$ cat src/hdl/spm_pkg.sv
// package of constants and types for the slot power management block
package spm_pkg;
    localparam int SPM_SLOTS = 2;
    localparam logic [3:0] SPM_ADDR_HI = 4'h8;
    localparam logic [7:0] SPM_CMD_CTRL_A = 8'h02;
    localparam logic [7:0] SPM_CMD_CTRL_B = 8'h03;
    localparam logic [7:0] SPM_CMD_STAT_A = 8'h04;
    localparam logic [7:0] SPM_CMD_STAT_B = 8'h05;
    localparam logic [7:0] SPM_CMD_SHARED = 8'h06;
    localparam logic [7:0] SPM_CMD_LAST = 8'h07;
    localparam logic [7:0] SPM_RESET_BYTE = 8'h00;
    localparam logic [7:0] SPM_SHARED_RESET = 8'h00;
    // control register bits
    localparam int CTL_AUX = 0;
    localparam int CTL_MAIN = 1;
    localparam int CTL_GATE = 2;
    localparam int CTL_AUX_PG = 7;
    localparam int CTL_MAIN_PG = 6;
    // status register bits
    localparam int ST_F3V = 0;
    localparam int ST_F12V = 2;
    localparam int ST_FAUX = 4;
    localparam int ST_AUX_ON = 5;
    localparam int ST_MAIN_ON = 6;
    localparam int ST_FAULT = 7;
    // shared register bits
    localparam int SH_UV = 1;
    localparam int SH_OT = 2;
    localparam int SH_MASK = 3;
    localparam int SH_GPI0 = 4;
    localparam int SH_GPI1 = 5;
    localparam logic [7:0] SPM_STAT_W1C = 8'h15;
    localparam logic [7:0] SPM_SH_W1C = 8'h06;
    localparam logic [7:0] SPM_CTRL_WMASK = 8'h07;
    localparam logic [2:0] SPM_BIT_LAST = 3'h7;
    localparam logic [2:0] SPM_BIT_ZERO = 3'h0;
    typedef enum logic [6:0] {
        SPM_IDLE = 7'h01,
        SPM_ADDR = 7'h02,
        SPM_ACK = 7'h04,
        SPM_RX = 7'h08,
        SPM_TX = 7'h10,
        SPM_TACK = 7'h20,
        SPM_SKIP = 7'h40
    } spm_state_t;
endpackage

$ cat src/hdl/spm_if.sv
// interface between the bus target and the register core
`timescale 1ns/1ps
interface spm_if;
    logic wr;
    logic [7:0] cmd;
    logic [7:0] wdata;
    logic [7:0] rdata;
    modport tgt (output wr, output cmd, output wdata, input rdata);
    modport core (input wr, input cmd, input wdata, output rdata);
endinterface

$ cat src/hdl/spm_top.sv
// dual slot power management core with smbus target
`timescale 1ns/1ps
module spm_top
    import spm_pkg::*;
#(
    parameter int SLOTS = SPM_SLOTS
)
(
    // clock and reset
    input wire logic CLOCK,
    input wire logic RST_N,
    // smbus
    input wire logic SMB_SCL,
    input wire logic SMB_SDA_IN,
    output logic SMB_SDA_OUT,
    output logic SMB_SDA_OE,
    output logic ALERT_N_OUT,
    output logic ALERT_N_OE,
    // straps and general inputs
    input wire logic [2:0] ADDR_STRAP,
    input wire logic [1:0] GENERAL_INPUT,
    // pin control path, active low override
    input wire logic [SLOTS-1:0] MAIN_ON_IN,
    input wire logic [SLOTS-1:0] AUX_ENABLE_IN,
    input wire logic [SLOTS-1:0] OVERRIDE_ON_N_IN,
    // analog monitor conditions
    input wire logic [SLOTS-1:0] MAIN_GOOD_IN,
    input wire logic [SLOTS-1:0] AUX_GOOD_IN,
    input wire logic [SLOTS-1:0] UV_IN,
    input wire logic STANDBY_UV_IN,
    input wire logic [SLOTS-1:0] OC12_IN,
    input wire logic [SLOTS-1:0] OC3_IN,
    input wire logic [SLOTS-1:0] OCAUX_IN,
    input wire logic [SLOTS-1:0] SLOT_HOT_IN,
    input wire logic DIE_HOT_IN,
    // slot outputs
    output logic [SLOTS-1:0] MAIN_EN_OUT,
    output logic [SLOTS-1:0] AUX_EN_OUT,
    output logic [SLOTS-1:0] POWER_GOOD_N_OUT,
    output logic [SLOTS-1:0] POWER_GOOD_N_OE,
    output logic [SLOTS-1:0] SLOT_FAULT_N_OUT,
    output logic [SLOTS-1:0] SLOT_FAULT_N_OE
);
    localparam int NS = 4 + 4 * SLOTS;
    logic [1:0] rst_sync;
    logic rst_n;
    always_ff @(posedge CLOCK or negedge RST_N) begin
        if (!RST_N) begin
            rst_sync <= 2'b00;
        end else begin
            rst_sync <= {rst_sync[0], 1'b1};
        end
    end
    assign rst_n = rst_sync[1];
    // three-stage synchronisers, change counts when stages 2 and 3 agree
    logic [NS-1:0] raw, s1, s2, s3, filt;
    // idle levels, so that no false edge follows reset
    localparam logic [NS-1:0] IN_IDLE = {2'h3, 2'h0, {(2 * SLOTS){1'b0}},
        {SLOTS{1'b1}}, {SLOTS{1'b0}}};
    assign raw = {SMB_SCL, SMB_SDA_IN, GENERAL_INPUT, MAIN_ON_IN,
        AUX_ENABLE_IN, OVERRIDE_ON_N_IN, UV_IN};
    always_ff @(posedge CLOCK or negedge rst_n) begin
        if (!rst_n) begin
            s1 <= IN_IDLE;
            s2 <= IN_IDLE;
            s3 <= IN_IDLE;
            filt <= IN_IDLE;
        end else begin
            s1 <= raw;
            s2 <= s1;
            s3 <= s2;
            for (int i = 0; i < NS; i++) begin
                if (s2[i] == s3[i]) begin
                    filt[i] <= s3[i];
                end
            end
        end
    end
    logic scl, sda;
    logic [1:0] general_input;
    logic [SLOTS-1:0] on_p, aux_p, ovr_n, uv;
    assign {scl, sda, general_input, on_p, aux_p, ovr_n, uv} = filt;
    // straps caught once after release of reset
    logic [2:0] strap_r;
    logic strap_done;
    always_ff @(posedge CLOCK or negedge rst_n) begin
        if (!rst_n) begin
            strap_r <= 3'h0;
            strap_done <= 1'b0;
        end else if (!strap_done) begin
            strap_r <= ADDR_STRAP;
            strap_done <= 1'b1;
        end
    end
    spm_if rbus();
    logic sda_oe;
    spm_smbus u_tgt (
        .clk(CLOCK),
        .rst_n(rst_n),
        .scl(scl),
        .sda(sda),
        .strap(strap_r),
        .sda_oe(sda_oe),
        .rb(rbus.tgt)
    );
    typedef struct packed {
        logic [SLOTS-1:0][2:0] ctl;
        logic [SLOTS-1:0][2:0] fbits;
        logic [1:0] shf;
        logic mask;
        logic [SLOTS-1:0] pfault;
        logic [SLOTS-1:0] pmain;
        logic [SLOTS-1:0] paux;
        logic [7:0] rdata;
        logic [SLOTS-1:0] main_en;
        logic [SLOTS-1:0] aux_en;
        logic [SLOTS-1:0] pg_oe;
        logic [SLOTS-1:0] flt_oe;
        logic alert_oe;
        logic sda_oe;
    } spm_core_t;
    spm_core_t c_r, c_nxt;
    function automatic logic sel(input logic [7:0] cmd, input logic [7:0] c);
        sel = (cmd == c);
    endfunction
    function automatic logic [7:0] slot_cmd(input logic [7:0] base,
        input int k);
        slot_cmd = base + k[7:0];
    endfunction
    logic [SLOTS-1:0] ovr, pin_mode, bus_mode;
    logic [SLOTS-1:0][2:0] fev;
    logic [1:0] shev;
    always_comb begin
        c_nxt = c_r;
        for (int k = 0; k < SLOTS; k++) begin
            ovr[k] = ~ovr_n[k] & ~c_r.ctl[k][CTL_GATE];
            pin_mode[k] = on_p[k] | aux_p[k];
            bus_mode[k] = c_r.ctl[k][CTL_MAIN] | c_r.ctl[k][CTL_AUX];
            fev[k][0] = bus_mode[k] & ~ovr[k] & (OC3_IN[k] | SLOT_HOT_IN[k]);
            fev[k][1] = bus_mode[k] & ~ovr[k] & (OC12_IN[k] | SLOT_HOT_IN[k]);
            fev[k][2] = bus_mode[k] & ~ovr[k] & (OCAUX_IN[k] | SLOT_HOT_IN[k]);
        end
        shev[0] = (|bus_mode) & (STANDBY_UV_IN | (|(uv & ~ovr)));
        shev[1] = (|bus_mode) & DIE_HOT_IN;
        // register writes, set wins over clear
        for (int k = 0; k < SLOTS; k++) begin
            if (rbus.wr && sel(rbus.cmd, slot_cmd(SPM_CMD_CTRL_A, k))) begin
                c_nxt.ctl[k] = rbus.wdata[2:0];
            end
            for (int b = 0; b < 3; b++) begin
                if (rbus.wr && sel(rbus.cmd, slot_cmd(SPM_CMD_STAT_A, k))
                    && rbus.wdata[2 * b]) begin
                    c_nxt.fbits[k][b] = 1'b0;
                end
                if (fev[k][b]) begin
                    c_nxt.fbits[k][b] = 1'b1;
                end
            end
            // pin path fault latch
            if (!on_p[k]) begin
                c_nxt.pmain[k] = 1'b0;
            end
            if (!aux_p[k]) begin
                c_nxt.paux[k] = 1'b0;
            end
            if (!ovr[k] && on_p[k] && (OC12_IN[k] | OC3_IN[k]
                | SLOT_HOT_IN[k] | DIE_HOT_IN | uv[k] | STANDBY_UV_IN)) begin
                c_nxt.pmain[k] = 1'b1;
            end
            if (!ovr[k] && aux_p[k] && (OCAUX_IN[k] | SLOT_HOT_IN[k]
                | DIE_HOT_IN | uv[k] | STANDBY_UV_IN)) begin
                c_nxt.paux[k] = 1'b1;
            end
            c_nxt.pfault[k] = c_nxt.pmain[k] | c_nxt.paux[k];
            // output enables
            c_nxt.main_en[k] = ~STANDBY_UV_IN & (ovr[k] |
                ((c_r.ctl[k][CTL_MAIN] | on_p[k]) & ~c_nxt.pmain[k]
                 & ~(|c_nxt.fbits[k][1:0]) & ~DIE_HOT_IN & ~uv[k]));
            c_nxt.aux_en[k] = ~STANDBY_UV_IN & (ovr[k] |
                ((c_r.ctl[k][CTL_AUX] | aux_p[k]) & ~c_nxt.paux[k]
                 & ~c_nxt.fbits[k][2] & ~DIE_HOT_IN & ~uv[k]));
            c_nxt.pg_oe[k] = ~ovr[k] & c_r.main_en[k] & c_r.aux_en[k]
                & MAIN_GOOD_IN[k] & AUX_GOOD_IN[k];
            c_nxt.flt_oe[k] = ~ovr[k] & pin_mode[k] & c_nxt.pfault[k];
        end
        for (int b = 0; b < 2; b++) begin
            if (rbus.wr && sel(rbus.cmd, SPM_CMD_SHARED)
                && rbus.wdata[SH_UV + b]) begin
                c_nxt.shf[b] = 1'b0;
            end
            if (shev[b]) begin
                c_nxt.shf[b] = 1'b1;
            end
        end
        if (rbus.wr && sel(rbus.cmd, SPM_CMD_SHARED)) begin
            c_nxt.mask = rbus.wdata[SH_MASK];
        end
        c_nxt.alert_oe = ~c_r.mask & ((|c_r.fbits) | (|c_r.shf));
        c_nxt.sda_oe = sda_oe;
        // read mux
        c_nxt.rdata = SPM_RESET_BYTE;
        for (int k = 0; k < SLOTS; k++) begin
            if (sel(rbus.cmd, slot_cmd(SPM_CMD_CTRL_A, k))) begin
                c_nxt.rdata[2:0] = c_r.ctl[k];
                c_nxt.rdata[CTL_MAIN_PG] = MAIN_GOOD_IN[k];
                c_nxt.rdata[CTL_AUX_PG] = AUX_GOOD_IN[k];
            end
            if (sel(rbus.cmd, slot_cmd(SPM_CMD_STAT_A, k))) begin
                c_nxt.rdata[ST_F3V] = c_r.fbits[k][0];
                c_nxt.rdata[ST_F12V] = c_r.fbits[k][1];
                c_nxt.rdata[ST_FAUX] = c_r.fbits[k][2];
                c_nxt.rdata[ST_AUX_ON] = c_r.aux_en[k];
                c_nxt.rdata[ST_MAIN_ON] = c_r.main_en[k];
                c_nxt.rdata[ST_FAULT] = c_r.pfault[k];
            end
        end
        if (sel(rbus.cmd, SPM_CMD_SHARED)) begin
            c_nxt.rdata[SH_UV] = c_r.shf[0];
            c_nxt.rdata[SH_OT] = c_r.shf[1];
            c_nxt.rdata[SH_MASK] = c_r.mask;
            c_nxt.rdata[SH_GPI0] = general_input[0];
            c_nxt.rdata[SH_GPI1] = general_input[1];
        end
    end
    always_ff @(posedge CLOCK or negedge rst_n) begin
        if (!rst_n) begin
            c_r <= '0;
        end else begin
            c_r <= c_nxt;
        end
    end
    assign rbus.rdata = c_r.rdata;
    assign SMB_SDA_OUT = 1'b0;
    assign SMB_SDA_OE = c_r.sda_oe;
    assign ALERT_N_OUT = 1'b0;
    assign ALERT_N_OE = c_r.alert_oe;
    assign MAIN_EN_OUT = c_r.main_en;
    assign AUX_EN_OUT = c_r.aux_en;
    assign POWER_GOOD_N_OUT = '0;
    assign POWER_GOOD_N_OE = c_r.pg_oe;
    assign SLOT_FAULT_N_OUT = '0;
    assign SLOT_FAULT_N_OE = c_r.flt_oe;
    a_mask_quiet: assert property (@(posedge CLOCK) disable iff (!rst_n)
        c_r.mask |=> !c_r.alert_oe)
        else $error("alert driven while masked");
    a_alert_on_fault: assert property (@(posedge CLOCK) disable iff (!rst_n)
        (!c_r.mask && (|c_r.fbits)) |=> c_r.alert_oe)
        else $error("alert missing on fault");
    a_fault_sticky: assert property (@(posedge CLOCK) disable iff (!rst_n)
        (c_r.fbits[0][0] && !(rbus.wr && rbus.cmd == SPM_CMD_STAT_A
         && rbus.wdata[ST_F3V])) |=> c_r.fbits[0][0])
        else $error("fault bit lost without clear");
    a_override_pins: assert property (@(posedge CLOCK) disable iff (!rst_n)
        ovr[0] |=> (!c_r.pg_oe[0] && !c_r.flt_oe[0] && c_r.main_en[0]
        || STANDBY_UV_IN))
        else $error("override did not release pins");
    a_bus_no_fault_pin: assert property (@(posedge CLOCK)
        disable iff (!rst_n)
        !pin_mode[0] |=> !c_r.flt_oe[0])
        else $error("fault pin in bus mode");
    a_pg_needs_enable: assert property (@(posedge CLOCK) disable iff (!rst_n)
        c_r.pg_oe[0] |-> $past(c_r.main_en[0]) && $past(c_r.aux_en[0]))
        else $error("power good without enable");
    a_pg_released: assert property (@(posedge CLOCK)
        disable iff (!rst_n)
        ovr[1] |=> !c_r.pg_oe[1])
        else $error("power good held in override");
    a_flt_released: assert property (@(posedge CLOCK)
        disable iff (!rst_n)
        ovr[1] |=> !c_r.flt_oe[1])
        else $error("fault pin held in override");
    a_override_on: assert property (@(posedge CLOCK)
        disable iff (!rst_n)
        (ovr[1] && !STANDBY_UV_IN) |=> (c_r.main_en[1] && c_r.aux_en[1]))
        else $error("override did not switch outputs on");
    a_standby_off: assert property (@(posedge CLOCK)
        disable iff (!rst_n)
        STANDBY_UV_IN |=> (!c_r.main_en[1] && !c_r.aux_en[1]))
        else $error("outputs on during standby lockout");
    a_gate_blocks: assert property (@(posedge CLOCK)
        disable iff (!rst_n)
        (c_r.ctl[1][CTL_GATE] && !on_p[1] && !c_r.ctl[1][CTL_MAIN])
        |=> !c_r.main_en[1]) else $error("gated override took effect");
    a_gpi_live: assert property (@(posedge CLOCK)
        disable iff (!rst_n)
        (rbus.cmd == SPM_CMD_SHARED) |=> c_r.rdata[SH_GPI0] == $past(general_input[0]))
        else $error("general input not read live");
    a_pin_fault: assert property (@(posedge CLOCK)
        disable iff (!rst_n)
        (c_r.pmain[1] && on_p[1] && !ovr[1]) |=> c_r.flt_oe[1])
        else $error("fault pin missing in pin control");
    a_main_latch: assert property (@(posedge CLOCK)
        disable iff (!rst_n)
        (c_r.pmain[1] && on_p[1]) |=> c_r.pmain[1])
        else $error("main fault lost while main pin high");
    a_pfault_clear: assert property (@(posedge CLOCK)
        disable iff (!rst_n)
        (!on_p[1] && !aux_p[1]) |=> !c_r.pfault[1])
        else $error("pin fault kept with enables low");
    a_shared_sticky: assert property (@(posedge CLOCK)
        disable iff (!rst_n)
        (c_r.shf[1] && !(rbus.wr && rbus.cmd == SPM_CMD_SHARED
         && rbus.wdata[SH_OT])) |=> c_r.shf[1]) else $error("shared bit lost");
    a_fault_set: assert property (@(posedge CLOCK)
        disable iff (!rst_n)
        (c_r.ctl[0][CTL_MAIN] && !ovr[0] && OC12_IN[0]) |=> c_r.fbits[0][1])
        else $error("overcurrent not recorded");
    a_alert_shared: assert property (@(posedge CLOCK)
        disable iff (!rst_n)
        (!c_r.mask && (|c_r.shf)) |=> c_r.alert_oe)
        else $error("alert missing on shared fault");
    a_alert_release: assert property (@(posedge CLOCK)
        disable iff (!rst_n)
        (!c_r.mask && !(|c_r.fbits) && !(|c_r.shf)) |=> !c_r.alert_oe)
        else $error("alert held with no fault");
endmodule

$ cat src/hdl/spm_smbus.sv
// smbus target: address match, byte write, byte read and receive byte
`timescale 1ns/1ps
module spm_smbus
    import spm_pkg::*;
(
    // clock and reset
    input wire logic clk,
    input wire logic rst_n,
    // filtered bus levels and latched address strap
    input wire logic scl,
    input wire logic sda,
    input wire logic [2:0] strap,
    // data line drive
    output logic sda_oe,
    // register access
    spm_if.tgt rb
);
    typedef struct packed {
        spm_state_t st;
        logic scl_d;
        logic sda_d;
        logic [7:0] sh;
        logic [2:0] cnt;
        logic rd;
        logic have_cmd;
        logic [7:0] ptr;
        logic wr;
        logic oe;
        logic full;
    } spm_tgt_t;
    spm_tgt_t s_r, s_nxt;
    wire rise = scl & ~s_r.scl_d;
    wire fall = ~scl & s_r.scl_d;
    wire start = scl & s_r.scl_d & s_r.sda_d & ~sda;
    wire stop = scl & s_r.scl_d & ~s_r.sda_d & sda;
    always_comb begin
        s_nxt = s_r;
        s_nxt.scl_d = scl;
        s_nxt.sda_d = sda;
        s_nxt.wr = 1'b0;
        if (stop) begin
            s_nxt.st = SPM_IDLE;
            s_nxt.oe = 1'b0;
        end else if (start) begin
            // repeated start keeps the latched pointer
            s_nxt.st = SPM_ADDR;
            s_nxt.cnt = SPM_BIT_ZERO;
            s_nxt.full = 1'b0;
            s_nxt.oe = 1'b0;
        end else begin
            case (s_r.st)
                SPM_IDLE: s_nxt.oe = 1'b0;
                SPM_ADDR, SPM_RX: begin
                    if (rise) begin
                        s_nxt.sh = {s_r.sh[6:0], sda};
                        s_nxt.cnt = s_r.cnt + 3'h1;
                        // eighth bit in, a wrapped count alone looks idle
                        s_nxt.full = (s_r.cnt == SPM_BIT_LAST);
                    end
                    if (fall && s_r.full) begin
                        s_nxt.full = 1'b0;
                        if (s_r.st == SPM_ADDR) begin
                            if (s_r.sh[7:1] == {SPM_ADDR_HI, strap}) begin
                                s_nxt.oe = 1'b1;
                                s_nxt.rd = s_r.sh[0];
                                s_nxt.have_cmd = 1'b0;
                                s_nxt.st = SPM_ACK;
                            end else begin
                                s_nxt.st = SPM_SKIP;
                            end
                        end else begin
                            s_nxt.oe = 1'b1;
                            s_nxt.st = SPM_ACK;
                            if (!s_r.have_cmd) begin
                                s_nxt.ptr = s_r.sh;
                                s_nxt.have_cmd = 1'b1;
                            end else begin
                                s_nxt.wr = 1'b1;
                            end
                        end
                    end
                end
                SPM_ACK: begin
                    if (fall) begin
                        s_nxt.cnt = SPM_BIT_ZERO;
                        if (s_r.rd) begin
                            s_nxt.sh = rb.rdata;
                            s_nxt.oe = ~rb.rdata[7];
                            s_nxt.st = SPM_TX;
                        end else begin
                            s_nxt.oe = 1'b0;
                            s_nxt.st = SPM_RX;
                        end
                    end
                end
                SPM_TX: begin
                    if (rise) begin
                        s_nxt.cnt = s_r.cnt + 3'h1;
                    end
                    if (fall) begin
                        if (s_r.cnt == SPM_BIT_ZERO) begin
                            s_nxt.oe = 1'b0;
                            s_nxt.st = SPM_TACK;
                        end else begin
                            s_nxt.sh = {s_r.sh[6:0], 1'b0};
                            s_nxt.oe = ~s_r.sh[6];
                        end
                    end
                end
                SPM_TACK: begin
                    if (rise) begin
                        // host ack asks for another byte, nack ends
                        s_nxt.st = sda ? SPM_SKIP : SPM_TACK;
                    end
                    if (fall && s_r.st == SPM_TACK && !s_nxt.sh[0]
                        && s_r.sda_d == 1'b0) begin
                        s_nxt.sh = rb.rdata;
                        s_nxt.oe = ~rb.rdata[7];
                        s_nxt.cnt = SPM_BIT_ZERO;
                        s_nxt.st = SPM_TX;
                    end
                end
                SPM_SKIP: s_nxt.oe = 1'b0;
                default: s_nxt.st = SPM_IDLE;
            endcase
        end
    end
    always_ff @(posedge clk or negedge rst_n) begin
        if (!rst_n) begin
            s_r <= '{st: SPM_IDLE, scl_d: 1'b1, sda_d: 1'b1,
                default: '0};
        end else begin
            s_r <= s_nxt;
        end
    end
    assign sda_oe = s_r.oe;
    assign rb.wr = s_r.wr;
    assign rb.cmd = s_r.ptr;
    assign rb.wdata = s_r.sh;
    a_no_foreign_ack: assert property (@(posedge clk) disable iff (!rst_n)
        (s_r.st == SPM_ADDR && fall && s_r.full
         && s_r.sh[7:1] != {SPM_ADDR_HI, strap} && !start && !stop)
        |=> !s_r.oe)
        else $error("acknowledged a foreign address");
    a_write_strobe: assert property (@(posedge clk) disable iff (!rst_n)
        s_r.wr |-> $past(s_r.st) == SPM_RX && $past(s_r.have_cmd))
        else $error("write strobe without command byte");
endmodule

$ cat config.mk
export PLATFORM = sky130hd
export DESIGN_NAME = spm_top
export DESIGN_NICKNAME = d
export VERILOG_FILES = /design/src/hdl/spm_pkg.sv /design/src/hdl/spm_if.sv /design/src/hdl/spm_top.sv /design/src/hdl/spm_smbus.sv
export SDC_FILE = /design/constraint.sdc
export NUM_CORES = 1
export LEC_CHECK = 0
export ABC_AREA = 1
export BUFFER_PORTS_ARGS = -buffer_cell sky130_fd_sc_hd__buf_4
export CORE_MARGIN = 2
export CORE_UTILIZATION = 45
export DETAILED_ROUTE_END_ITERATION = 16
export GPL_ROUTABILITY_DRIVEN = 0
export SLEW_MARGIN = 20
export SYNTH_ARGS = -nofsm -noshare
export SYNTH_HDL_FRONTEND = slang
export SYNTH_SLANG_ARGS = --single-unit
$ cat constraint.sdc
create_clock -name CLOCK -period 4.6 [get_ports CLOCK]
set_input_delay 0.23 -clock CLOCK [delete_from_list [all_inputs] [get_ports CLOCK]]
set_output_delay 0.23 -clock CLOCK [all_outputs]
set_load 0.1 [all_outputs]
* After elaboration in Yosys (flattened, before gate mapping)
Index checks and enable logic that the tools add are counted.
** Storage, ports and cells
- Input port bits :: 31
- Output and inout port bits :: 16
- Register bits :: 126
- Word-level logic and storage cells :: 342
** Cells by class
- Reductions and logical operators :: 52
- Bitwise logic cells :: 121
- Add/subtract/negate cells :: 1
- Equal/unequal tests :: 45
- Multiplexer cells :: 77
** Operator list (count)
- 7-bit two-way mux :: 11
- 1-bit AND :: 52
- 1-bit two-way mux :: 45
- 11-bit case mux with 4 select lines :: 1
- 1-bit OR :: 38
- 7-bit case mux with 5 select lines :: 1
- 11-bit two-way mux :: 3
- 6-bit AND reduction :: 5
- 1-bit inverter :: 29
- 1-bit logical AND :: 25
- 8-bit by 3-bit == test with 1-bit output (second input constant) :: 3
- 8-bit two-way mux :: 3
- 8-bit by 2-bit == test with 1-bit output (second input constant) :: 2
- 4-bit by 1-bit != test with 1-bit output (second input constant) :: 4
- 3-bit two-way mux :: 5
- 2-bit OR reduction :: 7
- 1-bit == test :: 12
- 3-bit by 1-bit != test with 1-bit output (second input constant) :: 4
- 5-bit two-way mux :: 2
- 9-bit AND reduction :: 1
- 4-bit two-way mux :: 2
- 2-bit by 1-bit != test with 1-bit output (second input constant) :: 4
- 7-bit by 1-bit == test with 1-bit output (second input constant) :: 1
- 7-bit by 2-bit == test with 1-bit output (second input constant) :: 1
- 27 further kinds :: 35

* Depth between registers and ports, before layout
Gate-level depths: netlist of run 1.
- Depth in word-level cells :: 14
- Mapped depth :: 13
- Depth with buffers taken out :: 12

* Hierarchy
Synthesis of run 1 repeated with hierarchy kept, for this count alone.
** Second synthesis, totals
- Cells, all modules :: 628
- Area, all modules :: 5936.9 um^2
** Modules (own cells, without submodules)
- spm_top :: times used 1, cells an instance 305, seq. area each 2347.3 um^2, area an instance 3524.6 um^2
- spm_smbus :: times used 1, cells an instance 323, seq. area each 829.5 um^2, area an instance 2412.3 um^2

* Worst setup path after synthesis of run 1
No wires, ideal clock.
- Kind :: reg2reg
- Start :: register u_tgt.s_r[26] (netlist bit)
- End :: register u_tgt.s_r (netlist bit u_tgt.rb.wdata[0])
- Period minus slack after synthesis :: 1.527 ns
- Stages on the path, launching flop included :: 12
- Buffers on the path :: 0
- Path slack :: 3.073 ns
- Setup time :: 0.123 ns
- Data required time :: 4.477 ns
- Data arrival time :: 1.404 ns
- Path through :: dfstp_2 inv_2 nand2_1 nor2_1 nand2_2 nand2_4 nand2_2 nand3_2 nor2_4 nand2_4 nand2_1 o21ai_2
** On the way
- Longest elaborated chain between the ends :: 6
- Elaborated cells on any way between the ends :: 18
- Classes of those cells :: 11 x eq/ne; 1 x mux; 6 x reduce/logical
** Ends and longest elaborated chain
- from (decl) :: line spm_smbus.sv:31 : spm_tgt_t s_r, s_nxt;
- from (signal assigned) :: line spm_smbus.sv:130 : s_r <= '{st: SPM_IDLE, scl_d: 1'b1, sda_d: 1'b1,
- from (signal assigned) :: line spm_smbus.sv:133 : s_r <= s_nxt;
- 7-bit by 6-bit == test with 1-bit output :: line spm_smbus.sv:51, spm_smbus.sv:115
- 1-bit logical AND (2 in series) :: line spm_smbus.sv:115 : if (fall && s_r.st == SPM_TACK && !s_nxt.sh[0]
- 1-bit logical AND :: line spm_smbus.sv:116 : && s_r.sda_d == 1'b0) begin
- 2-bit != test (no line)
- 9-bit AND reduction (no line)
Several ways; a longest one is shown, not always the timed one.
A chain may end at the register's enable or synchronous reset.

* Final worst setup path of run 1
- Start :: register u_tgt.s_r[25] (netlist bit)
- End :: register u_tgt.s_r (netlist bit u_tgt.rb.cmd[6])
** On the way
- Longest elaborated chain between the ends :: 5
- Elaborated cells on any way between the ends :: 10
- Classes of those cells :: 8 x bitwise; 2 x reduce/logical
** Ends and longest elaborated chain (line)
- 1-bit AND :: spm_smbus.sv:34, spm_smbus.sv:35
- 1-bit AND (on tied branches) (2 in series) :: spm_smbus.sv:34, spm_smbus.sv:35
- 1-bit inverter (no line)
- 6-bit AND reduction (no line) (*)
Every way passes the cells marked *; elsewhere a longest branch is shown, timed or not.

==> results of run 1 <==
## kinds of logic (layout without fill, tap and decap cells)
kind of cell / count (synthesis) / in the layout / synth area share, %
AO/OA/AOI/OAI: 71 / 71 / 7.98
multiplexers: 1 / 1 / 0.198
adder cells (fa/ha/maj): 15 / 15 / 2.78
other: 2 / 8 / 0.132
AND/OR/NAND/NOR: 315 / 315 / 25.8
flip-flops: 126 / 126 / 56.0
buffers and inverters: 87 / 155 / 7.08
## flip-flops by register name, summed over array words and instances, names as in the netlist, 2 cells and up
signal,cells
s1,12
strap_r,3
filt,12
s2,12
u_tgt.rb.wdata,8
u_tgt.rb.cmd,8
POWER_GOOD_N_OE,2
AUX_EN_OUT,2
MAIN_EN_OUT,2
SLOT_FAULT_N_OE,2
rbus.rdata,8
rst_sync,2
c_r,21
u_tgt.s_r,15
s3,12
## through the flow
stage	setup slack (ns)	cells	power (µW)	area (µm²)	hold WS (ns)
2_1_floorplan	0.863	623	1730	5700	-0.0656
3_3_place_gp	2.87	818	1850	6080	0.0130
3_5_place_dp	2.82	818	1860	6080	0.0160
4_1_cts	2.80	863	3180	6810	0.0317
5_1_grt	2.59	863	3320	6810	0.0456
6_report	2.81	863	3150	6810	0.0437
## how the worst min path moves through the flow
stage	startpoint	end	slack [ns]	cells past startpoint
floorplan	RST_N	rst_sync[0]	-0.07	0
global placement	RST_N	rst_sync[0]	0.01	1
detailed placement	RST_N	rst_sync[0]	0.02	1
CTS	STANDBY_UV_IN	AUX_EN_OUT[1]	0.03	2
global route	STANDBY_UV_IN	MAIN_EN_OUT[1]	0.05	2
finish	STANDBY_UV_IN	AUX_EN_OUT[1]	0.04	2
## synth_stat cells, drive strengths merged (3+ instances only)
cell type    n  share of area [%]
nor2        80                6.6
ha           3               0.66
nand2      172                 13
nor3         4               0.35
a21oi       12                1.1
o2111ai      3               0.46
dfrtp      107                 47
dfstp       19                8.8
maj3        12                2.1
nor4         3               0.60
nand4        8               0.88
inv         68                4.5
a22oi        3               0.40
buf         17                2.4
o21ai       45                5.0
nand3       44                4.4
or2          3               0.33
## layout make-up
| cell class | instances | area (µm²) | share of cell area, % |
|---|---|---|---|
| flip-flops and latches | 126 | 3180 | 46.7 |
| multi-input cells | 410 | 2120 | 31.1 |
| clock buffers | 20 | 500 | 7.35 |
| repair buffers | 55 | 445 | 6.54 |
| inverters | 68 | 255 | 3.75 |
| well taps | 172 | 215 | 3.16 |
| clock inverters | 12 | 95.1 | 1.40 |
## layer usage
metal	GRT usage [%]	wire length (µm)	share of wire (%)
met5	0	0	0
met2	30.2	5450	46
met1	25.2	5470	47
met4	9.44	333	2.8
met3	5.29	502	4.3
## where the power goes
part           internal [µW]  switching (µW)  leakage, µW
Clock                    794             509     0.000297
Sequential              1220            85.0      0.00156
Combinational            162             383      0.00142
==> reports/results.env, run 1 <==
STARTPOINT_TYPE='flop'
TIGHTESTPINTRANSITION_NS=0.725
REG2REG_SLACK_NS=2.81
CTS-RESIZED-GATES=0
SYNTH_CELLS=617
MAXSLEWHEADROOM_PCT=51.7
ROUTEDWLPERCELL_UM=13.6
MAX_STAGE_DELAY_NS=0.56
WORSTSETUPENDPOINT='u_tgt.rb.cmd[6]'
CRITICAL_PATH.MAX_FANOUT=16
TIMING.CRITICAL_PATH.FROM='u_tgt.s_r[25]'
SETUP_TOTAL_NEGATIVE_SLACK_NS=0
AREA_GROWTH_SYN_TO_LAYOUT_PCT=20.0
ASYNC_RESET_FF_SHARE_PCT=100
CTS.CLK_SLEW.WORST_PATHS_NS=0.06
CRIT_SLOWEST_CELL='dfstp_2'
WORST_IR_DROP_VDD_uV=424
WORSTPATHARRIVAL_NS=2.08
DIE_WIDTH_UM=116
TIMING_WORST_SETUP_PATH_TYPE='reg2reg'
CPLARGESTDELAYFAMILY='simple AND/OR/NAND/NOR gates'
TIMING_HOLD_VIOLATIONS_FINAL=0
ROUTE.VIAS.TOTAL=4203
GRT_PASS1_WL_UM=19900
GRT_START_MAX_NET_PINS=61
AREA_INSIDE_THE_CORE_BOUNDARY_UM2=12500
TRACK_USAGE_PCT=19.4
SYNTH-MAIN-FF-CELL='dfrtp_1'
DETAIL_ROUTE.VIAS_PER_CELL=4.87
FIRST_GLOBAL_VIAS=4199
TOTALWIRELENGTH_UM=11800
LEADING_CELL_TYPE_IN_THE_LAYOUT_FILL_AND_TAPS_EXCLUDED='nand2_1'
CRITICAL_PATH_CELL_COUNT=7
REPORT.FINAL.SLEW_VIOL_COUNT=0
HOLD_BUFFERS=13
GRT_OVERFLOW=0
CLK-INSERTION-DELAY-LATE_NS=0.42
CLK_PATH_BUF_DEPTH=2
SYNTH_SEQ_AREA_SHARE_PCT=56.0
DESIGN.PORTCOUNT=47
NETS_FINAL=712
CELLPOWERDENSITY_nW_PER_UM2=463
DRTANTENNAVIOLNETS=0
HOLDCRITPATHCLASS='in2reg'
POST_SYNTH_EDFFS=0
SUM_OF_BUFFERS_AND_INVERTERS_ON_THE_CRITICAL_PATH=1
INITIAL_UTILIZATION_PCT=45.5
TIMING.FINAL.CRIT_SHARE_PCT=38.9
POST-ROUTE-DRC-COUNT=0
WORST_R2R_ENDPOINT='u_tgt.rb.cmd[6]'
WORSTPATHREQUIRED_NS=4.89
GRT_ANTENNA_BEFORE_REPAIR=0
DIE_AREA_UM2=13500
CLOCK_SINKS=126
FINAL_CORE_UTILIZATION_PCT=54.6
RSZ_0062_RAISED_AFTER_GLOBAL_ROUTING='false'
MIN_PERIOD_NS=1.79
RR_STARTPOINT='u_tgt.s_r[25]'
SYNTHESIS.AREA_UM2=5670
MAXCAPVIOLCOUNT=0
ACHIEVABLE-FREQUENCY_GHz=0.559
FINAL-SETUP-VIOL-COUNT=0
CTS-HTREE-LEVELS=4
POST_ROUTE_CELLS_DRIVE_ABOVE_1_SHARE_PCT=23.9
SYNTHDISTINCTLIBCELLS=38
SYN-MEAN-INSTANCE-AREA_UM2=9.19
FINAL_CELL_MIX='nand2_1, dfrtp_1, nor2_1'
PATH_CELLS='nand2_2 -> nor2_1 -> inv_2 -> nor2_2 -> nand3_2 -> nand2_1 -> o21ai_2'
P_LEAK_uW=0.00327
YS_WARN_COUNT=0
FIRST_ITER_VIOLATIONS=218
CRITICAL_PATH.ENDPOINT_TYPE='flop'
FINALCLOCKSKEW_NS=0.00819
CTS_INSERTED_BUFFERS=17
CTS_SETUP_BUFFERS=0
DIE_H_UM=116
CTS_TREE='built'
STATUS='completed'
CLK_ROOT_BUFFER_CELL='clkbuf_16'
TIMING.REG2REG.WORST_PATH_DEPTH=7
FINAL.FILL_COUNT=1130
HPWLAFTERDP_UM=8670
ANTENNA_CELLS=0
FP-ROW-COUNT=41
DETAILEDROUTE.FIRSTPASSITERATIONCOUNT=4
INPUT_OUTPUT_BUFFERS=40
SYNTH_SEQ_CELLS=126
Note: power is estimated with default switching activity, not from simulation.
==> run 2, diff against run 1 <==
==> constraint.sdc (replaced) <==
create_clock -name CLOCK -period 1.7 [get_ports CLOCK]
set_input_delay 0.085 -clock CLOCK [delete_from_list [all_inputs] [get_ports CLOCK]]
set_output_delay 0.085 -clock CLOCK [all_outputs]
set_load 0.1 [all_outputs]
==> reports/results.env, run 2 (same netlist as run 1, synthesis figures left out) <==
STATUS='completed'
ANTENNA_CELLS=0  # unchanged
WORSTPATHREQUIRED_NS=2.00  # -2.89 ns
CPLARGESTDELAYFAMILY='simple AND/OR/NAND/NOR gates'
INPUT_OUTPUT_BUFFERS=40  # unchanged
FINAL_CELL_MIX='nand2_1, dfrtp_1, buf_4'
DIE_WIDTH_UM=116  # unchanged
TIGHTESTPINTRANSITION_NS=0.505  # -0.220 ns
GRT_ANTENNA_BEFORE_REPAIR=0  # unchanged
MAXSLEWHEADROOM_PCT=66.3  # +15 points
WORST_R2R_ENDPOINT='u_tgt.rb.wdata[0]'
DPL-INSTANCE-AREA_UM2=6280  # +3.2%
AREA_GROWTH_SYN_TO_LAYOUT_PCT=31.6
DIE_AREA_UM2=13500  # unchanged
SUM_OF_BUFFERS_AND_INVERTERS_ON_THE_CRITICAL_PATH=1  # unchanged
CTS-HTREE-LEVELS=4  # unchanged
MAX_STAGE_DELAY_NS=0.43  # -0.13 ns
TIMING_WORST_SETUP_PATH_TYPE='reg2reg'
REG2REG_SLACK_NS=0.04  # -2.77 ns
GRT_PASS1_WL_UM=20900  # +5.3%
TIMING.FINAL.CRIT_SHARE_PCT=97.7  # +59 points
CRITICAL_PATH.MAX_FANOUT=6  # -10
P_SWITCHING_uW=2740  # +180%
FP-ROW-COUNT=41  # unchanged
CTS_TREE='built'
CTS_INSERTED_BUFFERS=17  # unchanged
POST-ROUTE-DRC-COUNT=0  # unchanged
PATH_CELLS='inv_2 -> nand2_2 -> nor2_4 -> nand2_4 -> nand2_8 -> nor2_4 -> nor2_4 -> nand2_4 -> nand2_2 -> o21ai_2'
DIE_H_UM=116  # unchanged
FIRST_ITER_VIOLATIONS=251  # +15%
ROUTEDWLPERCELL_UM=13.9  # +1.9%
FIRST_GLOBAL_VIAS=4341  # +3.4%
LARGEST_REG_FLOPS=21  # unchanged
MAXCAPVIOLCOUNT=0  # unchanged
MIN_PERIOD_NS=1.66  # -0.126 ns
TOTALWIRELENGTH_UM=12700  # +8.0%
WORST_MIN_PATH_START='OCAUX_IN[0]'
FINALCLOCKSKEW_NS=0.00808  # -0.000102 ns
TIMING.HOLD.WORST_ENDPOINT='c_r[29]'
WORSTPATHARRIVAL_NS=1.96  # -0.12 ns
TIMING.REG2REG.WORST_PATH_DEPTH=10  # +3
RSZ_0062_RAISED_AFTER_GLOBAL_ROUTING='true'
P_LEAK_uW=0.00354  # +8.1%
CRIT_SLOWEST_CELL='dfrtp_1'
CTS.CLK_SLEW.WORST_PATHS_NS=0.06  # about the same
FF_LATCH_AREA_UM2=3180  # about the same
TRACK_USAGE_PCT=20.4  # +1.0 points
INITIAL_UTILIZATION_PCT=45.5  # unchanged
DETAIL_ROUTE.VIAS_PER_CELL=4.90  # +0.62%
CELLPOWERDENSITY_nW_PER_UM2=1190  # +160%
RR_STARTPOINT='u_tgt.s_r[30]'
FINAL_DESIGN_AREA_NO_FILL_UM2=7460  # +9.6%
ROUTE.VIAS.TOTAL=4484  # +6.7%
FINAL_CORE_UTILIZATION_PCT=59.9  # +5.3 points
SWITCHING_SHARE_PCT=30.9  # -0.11 points
AREA_INSIDE_THE_CORE_BOUNDARY_UM2=12500  # unchanged
HOLDCRITPATHCLASS='in2reg'
MULTIINPUTGATEAREA_UM2=2280  # +7.9%
TIMING_HOLD_VIOLATIONS_FINAL=0  # unchanged
POWER.SHARE.COMBINATIONAL_PCT=21.2  # +3.9 points
STARTPOINT_TYPE='flop'
CRITICAL_PATH.ENDPOINT_TYPE='flop'
P_CLK_SHARE_PCT=39.3  # -2.0 points
CLOCK_SINKS=126  # unchanged
DESIGN.PORTCOUNT=47  # unchanged
REGISTER_WITH_THE_HIGHEST_FLOP_COUNT='c_r'
WHS_PATH_DEPTH=4  # +2
HPWLAFTERDP_UM=8820  # +1.7%
FINAL.FILL_COUNT=1063  # -5.9%
NETS_FINAL=764  # +7.3%
CLK-INSERTION-DELAY-LATE_NS=0.42  # about the same
DETAILEDROUTE.FIRSTPASSITERATIONCOUNT=4  # unchanged
TOP_REGS='c_r (21), u_tgt.s_r (15)'
CLK_PATH_BUF_DEPTH=2  # unchanged
WORST_IR_DROP_VDD_uV=912  # +120%
FINAL_CELLS=915  # +6.0%
GRT_START_MAX_NET_PINS=40  # -34%
GRT_OVERFLOW=0  # unchanged
REPORT.FINAL.SLEW_VIOL_COUNT=0  # unchanged
POWER_FRAC_SEQ_PCT=39.5  # -1.9 points
POST_ROUTE_CELLS_DRIVE_ABOVE_1_SHARE_PCT=30.1  # +6.3 points
LEADING_CELL_TYPE_IN_THE_LAYOUT_FILL_AND_TAPS_EXCLUDED='nand2_1'
DRTANTENNAVIOLNETS=0  # unchanged
DP.CELLS=836  # +2.2%
INTPOWER_uW=6120  # +180%
ACHIEVABLE-FREQUENCY_GHz=0.602  # +7.6%
CRITICAL_PATH_CELL_COUNT=10  # +3
PATH_COMMON_CELL='nor2_4'
FINAL-SETUP-VIOL-COUNT=0  # unchanged
CLK_ROOT_BUFFER_CELL='clkbuf_16'
## run 2: cell count changes in the layout (fill, tap and decap cells not counted), moves of 4 or more
cell / change
nand3_1: -6
dlygate4sd3_1: +15
buf_12: +7
buf_4: +28
nand3_2: +4
nor2_4: +6
nand2_2: +6
nor2_1: -6
nand2_1: -10
nand2_4: +5
## run 2: cell type report
type                    instances  share of cell area [%]
flip-flops and latches        126                    42.6
multi-input cells             412                    30.6
repair buffers                105                    12.7
clock buffers                  21                    6.32
inverters                      68                    3.45
well taps                     172                    2.88
clock inverters                11                    1.44
## run 2: how the worst max path moves through the flow
| stage | from | to | slack, ns |
|---|---|---|---|
| 4_1_cts | u_tgt.s_r[32] | u_tgt.s_r[32] | 0.01 |
| 3_3_place_gp | u_tgt.s_r[14] | u_tgt.s_r[31] | -0.04 |
| 3_5_place_dp | u_tgt.s_r[14] | u_tgt.s_r[32] | -0.05 |
| 5_1_grt | u_tgt.s_r[30] | u_tgt.rb.wdata[0] | -0.06 |
| 6_report | u_tgt.s_r[30] | u_tgt.rb.wdata[0] | 0.04 |
| 2_1_floorplan | u_tgt.s_r[26] | u_tgt.rb.wdata[0] | 0.17 |
## run 2: layer usage
layer | up-vias | GRT usage (%) | part of all wire (%)
met4 | 0 | 8.65 | 2.0
li1 | 2194 | - | -
met1 | 2153 | 27.0 | 46
met5 | - | 0 | 0
met3 | 26 | 5.86 | 4.4
met2 | 111 | 31.6 | 47
## run 2: through the flow
stage	setup slack (ns)	TNS, ns	power (µW)	hold WS, ns
2_1_floorplan	0.173	0	4690	-0.211
3_5_place_dp	-0.0521	-0.214	5150	-0.131
5_1_grt	-0.0561	-0.708	9340	0.0420
4_1_cts	0.0111	0	8750	0.0195
6_report	0.0383	0	8860	0.0297
3_3_place_gp	-0.0374	-0.133	5110	-0.133
## run 2: power groups by stage
stage	registers [µW]	clock network, µW	logic, µW
after global routing	3540	3720	2080
after floorplan	3590	0	1100
after detailed placement	3550	0	1600
final	3500	3480	1880
after global placement	3530	0	1580
after CTS	3500	3560	1700
## run 2: timing repair
action	4_1_cts	5_1_grt
hold endpoints to repair	30	0
gates resized for setup	2	38
hold buffers	28	0
buffers inserted	4	13
endpoints found under the setup margin	13	35
cloned	0	2
pin swaps	3	21
## run 2: worst reg2reg max path: cells and delay by family, from the launching register on
family	cells	cell delay, ns
AND/OR/NAND/NOR	8	1.00
flip-flops	1	0.43
AO/OA/AOI/OAI	1	0.05
buffers and inverters	1	0.09
==> run 3, diff against run 2 <==
--- a/config.mk
+++ b/config.mk
@@ -5,12 +5,12 @@
 export SDC_FILE = /design/constraint.sdc
 export NUM_CORES = 1
 export LEC_CHECK = 0
-export ABC_AREA = 1
 export BUFFER_PORTS_ARGS = -buffer_cell sky130_fd_sc_hd__buf_4
 export CORE_MARGIN = 2
 export CORE_UTILIZATION = 45
 export DETAILED_ROUTE_END_ITERATION = 16
 export GPL_ROUTABILITY_DRIVEN = 0
+export PLACE_DENSITY_LB_ADDON = 0.3
 export SLEW_MARGIN = 20
 export SYNTH_ARGS = -nofsm -noshare
 export SYNTH_HDL_FRONTEND = slang
==> reports/results.env, run 3 <==
CRIT_SLOWEST_CELL='dfrtp_2'
GRT_OVERFLOW=0  # unchanged
DP.CELLS=710  # -15%
TIMING_HOLD_VIOLATIONS_FINAL=0  # unchanged
CRITICAL_PATH.ENDPOINT_TYPE='flop'
INITIAL_UTILIZATION_PCT=45.6  # +0.11 points
SYNTH_COMPOUND_GATE_AREA_SHARE_PCT=9.90  # +1.9 points
GRT_ANTENNA_BEFORE_REPAIR=0  # unchanged
FIRST_ITER_VIOLATIONS=232  # -7.6%
CTS.CLK_SLEW.WORST_PATHS_NS=0.06  # about the same
DPL-INSTANCE-AREA_UM2=6630  # +5.5%
CTS_TREE='built'
DP_SLACK_NS=-0.495  # -0.443 ns
DETAILEDROUTE.FIRSTPASSITERATIONCOUNT=5  # +1
TIMING_WORST_SETUP_PATH_TYPE='reg2reg'
GRT_START_MAX_NET_PINS=45  # +13%
YOSYS-MUX-AREA-FRACTION_PCT=9.69  # +9.5 points
AREA_GROWTH_SYN_TO_LAYOUT_PCT=49.2
SYNTH.TOP_CELLS.BY_AREA='dfrtp_1, dfstp_2, mux2_2, o21ai_0, nor2_1'
WORSTPATHARRIVAL_NS=2.54  # +0.58 ns
FP-ROW-COUNT=40  # -2.4%
CLK-INSERTION-DELAY-LATE_NS=0.43  # about the same
FINALCLOCKSKEW_NS=0.0100  # +0.00196 ns
CLK_PATH_BUF_DEPTH=2  # unchanged
ASYNC_RESET_FF_SHARE_PCT=100  # unchanged
SYN-MEAN-INSTANCE-AREA_UM2=11.8  # +28%
CLOCK_SINKS=126  # unchanged
WHS_PATH_DEPTH=3  # -1
SYNTH_SEQ_CELLS=126  # unchanged
CRITICAL_PATH.MAX_FANOUT=8  # +2
ACHIEVABLE-FREQUENCY_GHz=0.447  # -26%
CPLARGESTDELAYFAMILY='compound AO/OA/AOI/OAI gates'
RSZ_0062_RAISED_AFTER_GLOBAL_ROUTING='true'
TIMING.FINAL.CRIT_SHARE_PCT=131  # +34 points
FAILED_CHECKS='setup timing'
FINAL_CELLS=791  # -14%
YOSYS.AREA.TOP_TYPE_SHARE_PCT=49.3  # +2.1 points
MIN_PERIOD_NS=2.23  # +0.573 ns
LARGEST_REG_FLOPS=21  # unchanged
CELLPOWERDENSITY_nW_PER_UM2=1150  # -2.9%
TOTALWIRELENGTH_UM=14400  # +13%
STARTPOINT_TYPE='flop'
FIRST_GLOBAL_VIAS=4426  # +2.0%
WORST_R2R_ENDPOINT='u_tgt.rb.wdata[7]'
TOP_REGS='c_r (21), u_tgt.s_r (15)'
POST-ROUTE-DRC-COUNT=0  # unchanged
REPORT.FINAL.SLEW_VIOL_COUNT=0  # unchanged
DESIGN.PORTCOUNT=47  # unchanged
TIMING.HOLD.WORST_ENDPOINT='c_r[29]'
FINAL_DESIGN_AREA_NO_FILL_UM2=8110  # +8.6%
SYNTH_SIMPLE_GATE_AREA_SHARE_PCT=13.4  # -12 points
DIE_AREA_UM2=13000  # -4.1%
SYNTH_SEQ_AREA_SHARE_PCT=58.5  # +2.5 points
WORST_MIN_PATH_START='OCAUX_IN[0]'
SYNTH_TOP_FAMILY_BY_AREA='simple AND/OR/NAND/NOR gates'
YS_WARN_COUNT=0  # unchanged
POSTLAYOUTSETUPSLACKWORST_NS=-0.535  # -0.573 ns
SYNTH-MAIN-FF-CELL='dfrtp_1'
TIGHTESTPINTRANSITION_NS=0.495  # -0.0101 ns
SYNTH_CELLS=460  # -25%
YOSYSMOSTFREQUENTCELL='dfrtp_1'
AREA_INSIDE_THE_CORE_BOUNDARY_UM2=11900  # -4.4%
DETAIL_ROUTE.VIAS_PER_CELL=5.42  # +11%
STATUS='finished, violations left'
P_LEAK_uW=0.00365  # +3.2%
NETS_FINAL=665  # -13%
CLK_ROOT_BUFFER_CELL='clkbuf_16'
SYNTH_AREA_LEADER_CELL='dfrtp_1'
TRACK_USAGE_PCT=22.4  # +2.0 points
SYNTH_COMMON_CELLS='dfrtp_1, mux2_2, nor2_1, o21ai_0, nand2_1'
HOLDCRITPATHCLASS='in2reg'
DIE_WIDTH_UM=114  # -2.1%
REGISTER_WITH_THE_HIGHEST_FLOP_COUNT='c_r'
MAXSLEWHEADROOM_PCT=66.7  # +0.37 points
POST_SYNTH_EDFFS=0  # unchanged
WORSTPATHREQUIRED_NS=2.00  # about the same
HPWLAFTERDP_UM=8950  # +1.5%
SYNTH_FA_HA_AREA_SHARE_PCT=2.90  # +0.12 points
ROUTEDWLPERCELL_UM=18.2  # +31%
FINAL_CORE_UTILIZATION_PCT=68.0  # +8.2 points
SUM_OF_BUFFERS_AND_INVERTERS_ON_THE_CRITICAL_PATH=1  # unchanged
SYNTHXORXNORAREAFRAC_PCT=1.45  # +1.5 points
RR_STARTPOINT='u_tgt.s_r[28]'
ANTENNA_CELLS=0  # unchanged
CTS-HTREE-LEVELS=4  # unchanged
SYNTHESIS.AREA_UM2=5430  # -4.2%
ROUTE.VIAS.TOTAL=4288  # -4.4%
GRT_PASS1_WL_UM=21900  # +4.6%
REG2REG_SLACK_NS=-0.53  # -0.57 ns
CTS_INSERTED_BUFFERS=17  # unchanged
DIE_H_UM=114  # -2.1%
TIMING.REG2REG.WORST_PATH_DEPTH=6  # -4
INPUT_OUTPUT_BUFFERS=40  # unchanged
PATH_CELLS='nor2b_1 -> o211ai_1 -> a221o_1 -> nor4b_4 -> buf_6 -> mux2_1'
WORST_IR_DROP_VDD_uV=944  # +3.5%
LEADING_CELL_TYPE_IN_THE_LAYOUT_FILL_AND_TAPS_EXCLUDED='buf_4'
FINAL_CELL_MIX='buf_4, dfrtp_1, dlygate4sd3_1'
SYNTHDISTINCTLIBCELLS=60  # +58%
HOLD-WORST-SLACK_NS=0.0703  # +0.0405 ns
MAX_STAGE_DELAY_NS=0.50  # +0.07 ns
POST_ROUTE_CELLS_DRIVE_ABOVE_1_SHARE_PCT=47.2  # +17 points
DRTANTENNAVIOLNETS=0  # unchanged
MAXCAPVIOLCOUNT=0  # unchanged
FINAL-SETUP-VIOL-COUNT=49  # +49
run 3: worst max path at each step:
| stage | slack, ns | cells after the start | endpoint | startpoint |
|---|---|---|---|---|
| floorplan | -0.52 | 6 | u_tgt.rb.wdata[0] | u_tgt.s_r[28] |
| global placement | -0.38 | 6 | u_tgt.rb.wdata[5] | u_tgt.s_r[29] |
| detailed placement | -0.50 | 6 | u_tgt.rb.wdata[3] | u_tgt.s_r[29] |
| CTS | -0.41 | 6 | u_tgt.rb.wdata[4] | u_tgt.s_r[28] |
| global route | -0.58 | 6 | u_tgt.rb.wdata[0] | u_tgt.s_r[28] |
| finish | -0.53 | 6 | u_tgt.rb.wdata[7] | u_tgt.s_r[28] |
run 3: where the power goes:
part / total (µW) / internal, µW / switching (µW)
combinational: 1820 / 845 / 976
sequential: 3450 / 3240 / 217
clock: 4060 / 2690 / 1370
total: 9340 / 6780 / 2560
run 3: cell families (layout without fill, tap and decap cells):
logic type / Yosys count / count (layout)
flops: 126 / 126
buf+inv: 40 / 218
simple gates: 134 / 134
compound gates: 86 / 86
mux: 48 / 48
xor+xnor: 9 / 9
fa+ha+maj: 15 / 15
other cells: 2 / 8
run 3: what timing repair did:
item / 4_1_cts / 5_1_grt
resized for setup: 53 / 45
setup endpoints to repair: 43 / 54
hold endpoints to repair: 30 / 0
hold buffers: 31 / 0
setup buffers: 8 / 13
pin swaps: 17 / 28
run 3: layout make-up:
class                      instances  area (µm²)
fill                             813        3810
tap                              147         184
multi-input combinational        300        2550
timing repair buffer             173        1480
clock buffer                      20         457
clock inverter                    12         208
inverter                          13        48.8
sequential                       126        3180
run 3: layer usage:
metal  track usage (%)  vias up  share of wire, %
met4              11.1        0               3.0
met3              6.91       38               5.6
met1              28.9     2121                42
met5                 0        -                 0
li1                  -     1976                 -
met2              34.7      153                49
run 3: metrics by stage:
| step | total power [µW] | TNS (ns) |
|---|---|---|
| after global placement | 4950 | -8.24 |
| after detailed placement | 4990 | -9.93 |
| after floorplan | 4410 | -6.06 |
| final | 9340 | -12.62 |
| after global routing | 9680 | -15.92 |
| after CTS | 9210 | -7.96 |
run 3: worst min-delay path: stages:
cell and delay (ns):
buf_4 0.08, nor2_1 0.06, o31ai_2 0.23
